===== config.mk =====
export PLATFORM = sky130hd
export DESIGN_NAME = asrt_serial_core
export DESIGN_NICKNAME = d
export VERILOG_FILES = /design/src/rtl/asrt_pkg.sv /design/src/rtl/asrt_cfg_if.sv /design/src/rtl/asrt_rx_filter.sv /design/src/rtl/asrt_serial_core.sv
export SDC_FILE = /design/constraint.sdc
export NUM_CORES = 1
export LEC_CHECK = 0
export ABC_AREA = 1
export BUFFER_PORTS_ARGS = -buffer_cell sky130_fd_sc_hd__buf_2
export CELL_PAD_IN_SITES_DETAIL_PLACEMENT = 2
export CELL_PAD_IN_SITES_GLOBAL_PLACEMENT = 2
export CORE_MARGIN = 5
export CORE_UTILIZATION = 38
export DETAILED_ROUTE_END_ITERATION = 10
export GPL_ROUTABILITY_DRIVEN = 1
export GPL_TIMING_DRIVEN = 0
export PLACE_DENSITY_LB_ADDON = 0.1
export SLEW_MARGIN = 30
export SYNTH_ARGS = -nofsm -noshare
export SYNTH_HDL_FRONTEND = slang
export SYNTH_HIERARCHICAL = 1
export SYNTH_SLANG_ARGS = --single-unit

===== constraint.sdc =====
create_clock -name clk -period 3.5 [get_ports clk]
set_input_delay 0.175 -clock clk [delete_from_list [all_inputs] [get_ports clk]]
set_output_delay 0.175 -clock clk [all_outputs]
set_load 0.005 [all_outputs]

===== src/rtl/asrt_pkg.sv =====
// Package: register map, field layout and timing constants of the serial core
package asrt_pkg;
	localparam int             ASRT_AW         = 3;
	localparam logic [2:0]     ASRT_FRAME_OFF  = 3'h0;
	localparam logic [2:0]     ASRT_BAUD_OFF   = 3'h1;
	localparam logic [2:0]     ASRT_OPT_OFF    = 3'h2;
	localparam logic [2:0]     ASRT_STAT_OFF   = 3'h3;
	localparam logic [2:0]     ASRT_TXD_OFF    = 3'h4;
	localparam logic [2:0]     ASRT_RXD_OFF    = 3'h5;
	// Frame format control fields
	localparam int             ASRT_PWR_BIT    = 7;
	localparam int             ASRT_TXE_BIT    = 6;
	localparam int             ASRT_RXE_BIT    = 5;
	localparam int             ASRT_DIR_BIT    = 4;
	localparam int             ASRT_PAR_LSB    = 2;
	localparam int             ASRT_LEN_BIT    = 1;
	localparam int             ASRT_STP_BIT    = 0;
	// Line option fields
	localparam int             ASRT_TXINV_BIT  = 1;
	localparam int             ASRT_RXINV_BIT  = 0;
	// Status fields
	localparam int             ASRT_TSF_BIT    = 7;
	localparam int             ASRT_PE_BIT     = 2;
	localparam int             ASRT_FE_BIT     = 1;
	localparam int             ASRT_OVE_BIT    = 0;
	// Reset values
	localparam logic [7:0]     ASRT_FRAME_RST  = 8'h01;
	localparam logic [7:0]     ASRT_BAUD_RST   = 8'hff;
	localparam logic [7:0]     ASRT_OPT_RST    = 8'h00;
	localparam logic [7:0]     ASRT_RXD_RST    = 8'hff;
	// Noise filter depth: two stored samples, which must equal the live one
	localparam int             ASRT_FILT_N     = 2;
	typedef enum logic [1:0] {
		ASRT_PAR_NONE = 2'h0,
		ASRT_PAR_ZERO = 2'h1,
		ASRT_PAR_ODD  = 2'h2,
		ASRT_PAR_EVEN = 2'h3
	} asrt_par_e;
endpackage : asrt_pkg


===== src/rtl/asrt_cfg_if.sv =====
// Interface: receive enable and input inversion shared by the core and its receive filter
`timescale 1ns/100ps
interface asrt_cfg_if;
	logic rxInvert;
	logic rxEnable;
	modport core (output rxInvert, output rxEnable);
	modport filt (input rxInvert, input rxEnable);
endinterface : asrt_cfg_if


===== src/rtl/asrt_rx_filter.sv =====
// Receive input noise filter: three equal samples (two stored, one live) move the output
`timescale 1ns/100ps
module asrt_rx_filter
	import asrt_pkg::*;
(
	// Clock and reset
	input  wire logic clk,
	input  wire logic rst,
	// Settings
	asrt_cfg_if.filt  cfg,
	// Line
	input  wire logic serialIn,
	output logic      filtered
);
	typedef struct packed {
		logic [ASRT_FILT_N-1:0] smp;
		logic                   out;
	} asrt_filt_s;

	asrt_filt_s st_q;
	asrt_filt_s st_d;

	// Output moves only when the stored samples match the live one or receive is disabled (held high), so pulses of two clocks never pass
	always_comb begin
		logic inBit;
		inBit = serialIn ^ cfg.rxInvert;
		st_d = st_q;
		st_d.smp = {st_q.smp[ASRT_FILT_N-2:0], inBit};
		if (st_q.smp == {ASRT_FILT_N{inBit}}) begin
			st_d.out = inBit;
		end
		if (!cfg.rxEnable) begin
			st_d.out = 1'b1;
		end
	end

	always_ff @(posedge clk or posedge rst) begin
		if (rst) begin
			st_q <= '{smp: '1, out: 1'b1};
		end else begin
			st_q <= st_d;
		end
	end

	assign filtered = st_q.out;
endmodule : asrt_rx_filter


===== src/rtl/asrt_serial_core.sv =====
// Asynchronous serial transmit and receive core with register port
//
// How it works
// - Transmitter runs only with power and transmit-enable
// - Holding write starts framed serial transmission
// - Transmit request pulses on holding-to-shift transfer
// - Holding register refills while current word shifts
// - Receiver runs only with power and receive-enable
// - Start accepted if low half bit after edge
// - Shift bits in, copy to data register at stop
// - Overrun drops new word, sets overrun flag
// - Parity or framing error still stores word
// - Errors give status request, not receive-complete
// - Unread data register causes overrun next word
// - Only one stop bit checked on receive
// - Error flags sticky until written zero
// - Even, odd, zero and no parity modes
// - Three-sample noise filter on receive input
`timescale 1ns/100ps
module asrt_serial_core
	import asrt_pkg::*;
(
	// Clock and reset
	input  wire logic               clk,
	input  wire logic               rst,
	// Register port
	input  wire logic [ASRT_AW-1:0] regAddr,
	input  wire logic [7:0]         regWdata,
	input  wire logic               regWr,
	input  wire logic               regRd,
	output logic      [7:0]         regRdata,
	// Serial line
	input  wire logic               serialInPin,
	output logic                    serialOutPin,
	// Requests
	output logic                    txIrq,
	output logic                    rxCompleteIrq,
	output logic                    statusIrq
);
	typedef enum logic [3:0] {
		TX_IDLE  = 4'h1,
		TX_START = 4'h2,
		TX_DATA  = 4'h4,
		TX_TAIL  = 4'h8
	} asrt_tx_e;
	typedef enum logic [3:0] {
		RX_IDLE  = 4'h1,
		RX_START = 4'h2,
		RX_DATA  = 4'h4,
		RX_STOP  = 4'h8
	} asrt_rx_e;

	typedef struct packed {
		logic [7:0] frame;
		logic [7:0] baud;
		logic [7:0] opt;
		logic [7:0] rdata;
		// Transmit side
		asrt_tx_e   txSt;
		logic [7:0] hold;
		logic       holdFull;
		logic [9:0] txShift;
		logic [3:0] txBits;
		logic [7:0] txCnt;
		logic       txOut;
		logic       txIrq;
		logic       txPin;
		// Receive side
		asrt_rx_e   rxSt;
		logic       rxPrev;
		logic [8:0] rxShift;
		logic [3:0] rxBits;
		logic [7:0] rxCnt;
		logic [7:0] rxData;
		logic       rxUnread;
		logic       pe;
		logic       fe;
		logic       ove;
		logic       rcIrq;
		logic       stIrq;
	} asrt_core_s;

	asrt_core_s st_q;
	asrt_core_s st_d;
	logic       rxLine;
	asrt_cfg_if cfgBus ();

	logic      pwr, txOn, rxOn, lsbFirst, len8, stop2;
	asrt_par_e par;
	logic [7:0] halfBaud;
	logic [3:0] dataBits;
	logic       rxPar, rxPe, rxFe;

	assign pwr      = st_q.frame[ASRT_PWR_BIT];
	assign txOn     = pwr & st_q.frame[ASRT_TXE_BIT];
	assign rxOn     = pwr & st_q.frame[ASRT_RXE_BIT];
	assign lsbFirst = st_q.frame[ASRT_DIR_BIT];
	assign par      = asrt_par_e'(st_q.frame[ASRT_PAR_LSB +: 2]);
	assign len8     = st_q.frame[ASRT_LEN_BIT];
	assign stop2    = st_q.frame[ASRT_STP_BIT];
	assign halfBaud = {1'b0, st_q.baud[7:1]};
	assign dataBits = len8 ? 4'h8 : 4'h7;

	assign cfgBus.rxInvert = st_q.opt[ASRT_RXINV_BIT];
	assign cfgBus.rxEnable = rxOn;

	asrt_rx_filter u_filt (
		.clk      (clk),
		.rst      (rst),
		.cfg      (cfgBus.filt),
		.serialIn (serialInPin),
		.filtered (rxLine)
	);

	// ------------------------------------------------------------
	// Helpers
	// ------------------------------------------------------------
	function automatic logic [7:0] orderWord(input logic [7:0] w, input logic lsb, input logic l8);
		logic [7:0] r;
		r = w;
		if (!lsb) begin
			r = l8 ? {<<{w}} : {1'b0, {<<{w[6:0]}}};
		end
		return r;
	endfunction : orderWord

	function automatic logic parBit(input logic [7:0] w, input logic l8, input asrt_par_e p);
		logic ones;
		ones = ^(l8 ? w : {1'b0, w[6:0]});
		case (p)
			ASRT_PAR_ODD:  parBit = ~ones;
			ASRT_PAR_EVEN: parBit = ones;
			default:       parBit = 1'b0;
		endcase
	endfunction : parBit

	// ------------------------------------------------------------
	// Next state
	// ------------------------------------------------------------
	always_comb begin
		logic [7:0] w;
		logic [7:0] rw;
		w  = 8'h00;
		rw = 8'h00;
		rxPar = 1'b0;
		rxPe  = 1'b0;
		rxFe  = 1'b0;
		st_d = st_q;
		st_d.txIrq = 1'b0;
		st_d.rcIrq = 1'b0;
		st_d.stIrq = 1'b0;
		st_d.rxPrev = rxLine;

		// Register writes
		if (regWr) begin
			case (regAddr)
				ASRT_FRAME_OFF: st_d.frame = regWdata;
				ASRT_BAUD_OFF:  st_d.baud  = regWdata;
				ASRT_OPT_OFF:   st_d.opt   = regWdata;
				ASRT_STAT_OFF: begin
					// Writing zero clears a flag; new events below still win
					st_d.pe  = st_q.pe  & regWdata[ASRT_PE_BIT];
					st_d.fe  = st_q.fe  & regWdata[ASRT_FE_BIT];
					st_d.ove = st_q.ove & regWdata[ASRT_OVE_BIT];
				end
				ASRT_TXD_OFF: begin
					if (txOn) begin
						st_d.hold     = regWdata;
						st_d.holdFull = 1'b1;
					end
				end
				default: ;
			endcase
		end
		if (regRd && regAddr == ASRT_RXD_OFF) begin
			st_d.rxUnread = 1'b0;
		end

		// ------------------------------------------------------------
		// Transmitter
		// ------------------------------------------------------------
		st_d.txCnt = (st_q.txCnt == 8'h00) ? st_q.baud : st_q.txCnt - 8'h01;
		case (st_q.txSt)
			TX_IDLE: begin
				st_d.txOut = 1'b1;
				st_d.txCnt = st_q.baud;
				if (st_q.holdFull) begin
					w = orderWord(st_q.hold, lsbFirst, len8);
					st_d.txShift  = {1'b1, parBit(st_q.hold, len8, par), w};
					// A write landing in the transfer cycle keeps the holding register full
					st_d.holdFull = regWr && (regAddr == ASRT_TXD_OFF);
					st_d.txIrq    = 1'b1;
					st_d.txOut    = 1'b0;
					st_d.txSt     = TX_START;
				end
			end
			TX_START: begin
				if (st_q.txCnt == 8'h00) begin
					st_d.txOut   = st_q.txShift[0];
					st_d.txShift = {1'b1, st_q.txShift[9:1]};
					st_d.txBits  = dataBits - 4'h1;
					st_d.txSt    = TX_DATA;
				end
			end
			TX_DATA: begin
				if (st_q.txCnt == 8'h00) begin
					if (st_q.txBits != 4'h0) begin
						st_d.txOut   = st_q.txShift[0];
						st_d.txShift = {1'b1, st_q.txShift[9:1]};
						st_d.txBits  = st_q.txBits - 4'h1;
					end else begin
						// Skip past the unused 8th slot for 7-bit words
						if (!len8) begin
							st_d.txShift = {1'b1, st_q.txShift[9:1]};
						end
						st_d.txOut  = (par == ASRT_PAR_NONE) ? 1'b1 : st_d.txShift[0];
						st_d.txBits = 4'(par != ASRT_PAR_NONE) + 4'(stop2);
						st_d.txSt   = TX_TAIL;
					end
				end
			end
			TX_TAIL: begin
				if (st_q.txCnt == 8'h00) begin
					st_d.txOut = 1'b1;
					if (st_q.txBits != 4'h0) begin
						st_d.txBits = st_q.txBits - 4'h1;
					end else begin
						st_d.txSt = TX_IDLE;
					end
				end
			end
			default: st_d.txSt = TX_IDLE;
		endcase
		if (!txOn) begin
			st_d.txSt     = TX_IDLE;
			st_d.txOut    = 1'b1;
			st_d.holdFull = 1'b0;
		end

		// ------------------------------------------------------------
		// Receiver
		// ------------------------------------------------------------
		st_d.rxCnt = (st_q.rxCnt == 8'h00) ? st_q.baud : st_q.rxCnt - 8'h01;
		case (st_q.rxSt)
			RX_IDLE: begin
				st_d.rxCnt = halfBaud;
				if (st_q.rxPrev && !rxLine) begin
					st_d.rxSt = RX_START;
				end
			end
			RX_START: begin
				if (st_q.rxCnt == 8'h00) begin
					st_d.rxSt   = rxLine ? RX_IDLE : RX_DATA;
					st_d.rxBits = dataBits + 4'(par != ASRT_PAR_NONE);
				end
			end
			RX_DATA: begin
				if (st_q.rxCnt == 8'h00) begin
					st_d.rxShift = {rxLine, st_q.rxShift[8:1]};
					st_d.rxBits  = st_q.rxBits - 4'h1;
					if (st_q.rxBits == 4'h1) begin
						st_d.rxSt = RX_STOP;
					end
				end
			end
			RX_STOP: begin
				// One stop bit only; a second one is treated as idle line
				if (st_q.rxCnt == 8'h00) begin
					if (par != ASRT_PAR_NONE) begin
						rxPar = st_q.rxShift[8];
						rw    = len8 ? st_q.rxShift[7:0] : {1'b0, st_q.rxShift[7:1]};
					end else begin
						rw = len8 ? st_q.rxShift[8:1] : {1'b0, st_q.rxShift[8:2]};
					end
					rxPe = (par == ASRT_PAR_ODD || par == ASRT_PAR_EVEN) && (parBit(rw, len8, par) != rxPar);
					rxFe = !rxLine;
					st_d.rxSt = RX_IDLE;
					if (st_q.rxUnread) begin
						st_d.ove   = 1'b1;
						st_d.stIrq = 1'b1;
					end else begin
						st_d.rxData   = orderWord(rw, lsbFirst, len8);
						st_d.rxUnread = 1'b1;
						if (rxPe || rxFe) begin
							st_d.stIrq = 1'b1;
						end else begin
							st_d.rcIrq = 1'b1;
						end
					end
					if (rxPe) begin
						st_d.pe = 1'b1;
					end
					if (rxFe) begin
						st_d.fe = 1'b1;
					end
				end
			end
			default: st_d.rxSt = RX_IDLE;
		endcase
		if (!rxOn) begin
			st_d.rxSt = RX_IDLE;
		end

		// ------------------------------------------------------------
		// Read data, one cycle after the strobe
		// ------------------------------------------------------------
		st_d.rdata = 8'h00;
		if (regRd) begin
			case (regAddr)
				ASRT_FRAME_OFF: st_d.rdata = st_q.frame;
				ASRT_BAUD_OFF:  st_d.rdata = st_q.baud;
				ASRT_OPT_OFF:   st_d.rdata = st_q.opt;
				ASRT_STAT_OFF: begin
					st_d.rdata[ASRT_TSF_BIT] = (st_q.txSt != TX_IDLE) | st_q.holdFull;
					st_d.rdata[ASRT_PE_BIT]  = st_q.pe;
					st_d.rdata[ASRT_FE_BIT]  = st_q.fe;
					st_d.rdata[ASRT_OVE_BIT] = st_q.ove;
				end
				ASRT_TXD_OFF:   st_d.rdata = st_q.hold;
				ASRT_RXD_OFF:   st_d.rdata = st_q.rxData;
				default:        st_d.rdata = 8'h00;
			endcase
		end
		st_d.txPin = st_d.txOut ^ st_d.opt[ASRT_TXINV_BIT];
	end

	always_ff @(posedge clk or posedge rst) begin
		if (rst) begin
			st_q          <= '0;
			st_q.frame    <= ASRT_FRAME_RST;
			st_q.baud     <= ASRT_BAUD_RST;
			st_q.opt      <= ASRT_OPT_RST;
			st_q.rxData   <= ASRT_RXD_RST;
			st_q.txSt     <= TX_IDLE;
			st_q.rxSt     <= RX_IDLE;
			st_q.txOut    <= 1'b1;
			st_q.txPin    <= 1'b1;
			st_q.rxPrev   <= 1'b1;
		end else begin
			st_q <= st_d;
		end
	end

	// ------------------------------------------------------------
	// Outputs
	// ------------------------------------------------------------
	assign regRdata      = st_q.rdata;
	assign serialOutPin  = st_q.txPin;
	assign txIrq         = st_q.txIrq;
	assign rxCompleteIrq = st_q.rcIrq;
	assign statusIrq     = st_q.stIrq;
endmodule : asrt_serial_core


==> metrics.txt <==
antenna-violating nets left=0; area of the core=~16000 sq um; Min Hold Slack=about 0.044 ns; final slew viol count=0; row count=47; worst clock skew=approximately 0.012 ns; VDD IR max=between 0.3 and 0.4 mV; P_leak=~3.5 nW; hold crit path type=input pin to flip-flop; Hold Fails Final Rpt=0; crit path capture type=flip-flop; Synth Area in Compound Gates=16.9%; ranking of synthesized cells by area=dfrtp_1 35%, nand2_1 12%, dfstp_2 10%; port buffer count=27; Worst-Margin Slew=0.568 ns; Tcrit/Tclk final=roughly 60%; Mapped Cells=roughly 790; Clk Tree Root Cell=clkbuf_16; Core Util, Final=approximately 45%; layout cells sized above 1=18.1%; mapped cell area=6330 sq um; die area=~19000 sq um; Syn-to-layout area delta=17.1%; Ant. Diodes=0; largest net degree at the start of global routing=between 50 and 60; I/O pins=28; RSZ-0062 raised after global routing=no; Crit path top cell by count=nand2_1; dpl hpwl=about 16000 um; Layout fillers=slightly below 2000; H-tree depth reported by CTS=4; CP Class=flip-flop to flip-flop; pwr dens=about 620 nW/um^2; Hold-fix buffers, CTS=2; CP peak stage delay=~0.36 ns; DR WL/cell=around 20 um; worst-path cell chain=buf_4 -> inv_4 -> buf_6 -> nand2_2 -> nand2_1 -> nand2_1 -> nand2_1 -> nand2_1 -> nand2_1 -> nand2_1 -> nand2_1 -> nand2_1 -> nand3_2 -> nand3_2 -> a21oi_1; final setup vio count=0; XOR/XNOR Fraction of Synth Area=approximately 3.2%; slowest stage cell, crit path=dfrtp_1; clock latency on the worst-skew pair=0.42 ns; drt pass-1 iters=4; largest family of logic cells by synthesized area=simple AND/OR/NAND/NOR gates; postcts setup bufs=0; minimum clock period=roughly 2.1 ns; Max Cap Violations=0; Yosys warning count=6; cts repair resizes=0; CP delay by family, top=simple AND/OR/NAND/NOR gates; sequential area share after synthesis=between 40 and 50%; RePlAce Congestion=slightly below 0.8; clock tree from TritonCTS=built; Starting Density=just under 40%; FMAX=476 MHz; first-pass GRT wire length=between 30000 and 40000 um; NumNets Final=860; initial antenna violation count=0; syn_nets=roughly 800; crit path buf inv count=3; mux contribution to synthesized area=between 1 and 1.5%; Arr. time, crit path=2.44 ns; share of the synthesized area in the top cell type=about a third; total clock sinks=roughly 110; CP required=~3.8 ns; total CTS buffers=17; synthesized area per cell=about 8 sq um; GRT Residual Overflow=0; Yosys reg bits=approximately 110; Yosys cell types=52; slew margin rel.=~62%; Die Span X=roughly 140 um; Vias=between 5000 and 6000; clock transition at the registers of the reported paths=roughly 0.060 ns; vias in the first global route=6501; Vias/cell=5.35; status=complete, no violations; total routed wirelength=20900 um; gr usage total=a little under a quarter; area fraction in and, or, nand and nor cells after synthesis=between 20% and 30%; Synth area leader=dfrtp_1; Max clock buf depth=2; Remaining DRCs=0; initial drt markers=223; die height=approximately 140 um; Post-Synth Adder-Cell Area=under 10%; maximum fanout along the worst path=10; startpoint types=flip-flop
[Yosys cell counts (all sizes together)]
library cell  count
nand2           215
inv             112
o21ai            97
dfrtp            88
nor2             53
nand3            34
a21oi            29
dfstp            25
xor2             18
buf              17
o22ai            15
a221oi            8
nor3              8
o211ai            8
o221ai            8
clkbuf            7
a31oi             6
ha                6
clkinv            5
mux2              5
xnor2             5
a211oi            3
or2               3
a22oi             2
nand4             2
o32ai             2
a21o              1
a311oi            1
a32o              1
and3              1
mux2i             1
o31ai             1
o41ai             1
or3               1
[final timing paths]
check,from,end,slack (ns),cells past startpoint
worst max-delay path,len8,statusIrq,1.40,15
worst min-delay path,regWdata[1],st_q[3],0.04,3
worst max register to register,len8,statusIrq,1.40,15
worst min register to register,u_filt/st_d[2],u_filt/st_q[2],0.38,0
max in group asynchronous,rst,st_q[10],2.50,4
min in group asynchronous,rst,st_q[37],0.32,3
[layout by cell type (no fill, tap or decap), drive strengths merged, types with 2 or more instances in the layout]
cell type	synthesis	routed
a211oi	3	3
a21oi	29	29
a221oi	8	8
a22oi	2	2
a31oi	6	6
buf	17	45
bufinv	0	3
clkbuf	7	31
clkinv	5	7
clkinvlp	0	3
dfrtp	88	88
dfstp	25	25
dlygate4sd3	0	2
ha	6	6
inv	112	112
mux2	5	5
nand2	215	215
nand3	34	34
nand4	2	2
nor2	53	53
nor3	8	8
o211ai	8	8
o21ai	97	97
o221ai	8	8
o22ai	15	15
o32ai	2	2
or2	3	3
xnor2	5	5
xor2	18	18
[power breakdown]
part,leakage (nW),internal [mW],switching [mW]
logic,1.79,0.383,0.749
clock network,0.293,1.19,0.637
registers,1.43,1.51,0.157
total,3.52,3.08,1.54
[logic make-up (layout without fill, tap and decap cells)]
group	after synthesis	after routing
simple gates	317	317
fa+ha+maj	6	6
flops	113	113
mux	6	6
xor+xnor	23	23
buf+inv	141	203
compound gates	183	183
[layout make-up]
type / count / area [sq um] / share of cell area, %
Buffer: 24 / 176 / 2.38
Clock buffer: 24 / 492 / 6.63
Clock inverter: 8 / 126 / 1.70
Inverter: 117 / 449 / 6.06
Multi-Input combinational cell: 535 / 2860 / 38.5
Sequential cell: 113 / 2860 / 38.6
Tap cell: 220 / 275 / 3.71
Timing Repair Buffer: 30 / 183 / 2.46
[worst register-to-register path, delay by kind of cell (launching register included)]
family	cells	cell delay, ns
buf+inv	3	0.43
flops	1	0.36
compound gates	1	0.20
simple gates	11	1.03
[flip-flops by register name, summed over array words and instances, names as in the netlist, 2 cells and up]
name / flops
regRdata: 8
par: 2
st_q: 85
halfBaud: 7
[metal layers]
metal | vias to the layer above | track usage [%] | part of all wire [%]
li1 | 2681 | - | -
met1 | 2920 | 27.4 | 43
met2 | 89 | 40.2 | 52
met3 | 38 | 4.90 | 3.3
met4 | 0 | 7.42 | 2.2
met5 | - | 0 | 0
[stage by stage]
step / area, sq um / power [mW] / setup slack, ns / cells / TNS, ns
2_1_floorplan: 6330 / 2.42 / 0.459 / 789 / 0
3_3_place_gp: 6740 / 2.70 / -1.06 / 1036 / -92.80
3_5_place_dp: 6780 / 2.80 / 1.44 / 1037 / 0
4_1_cts: 7420 / 4.67 / 1.38 / 1071 / 0
5_1_grt: 7420 / 4.88 / 1.18 / 1071 / 0
6_report: 7420 / 4.63 / 1.40 / 1071 / 0
No activity file was read; power rests on OpenSTA's default activity.
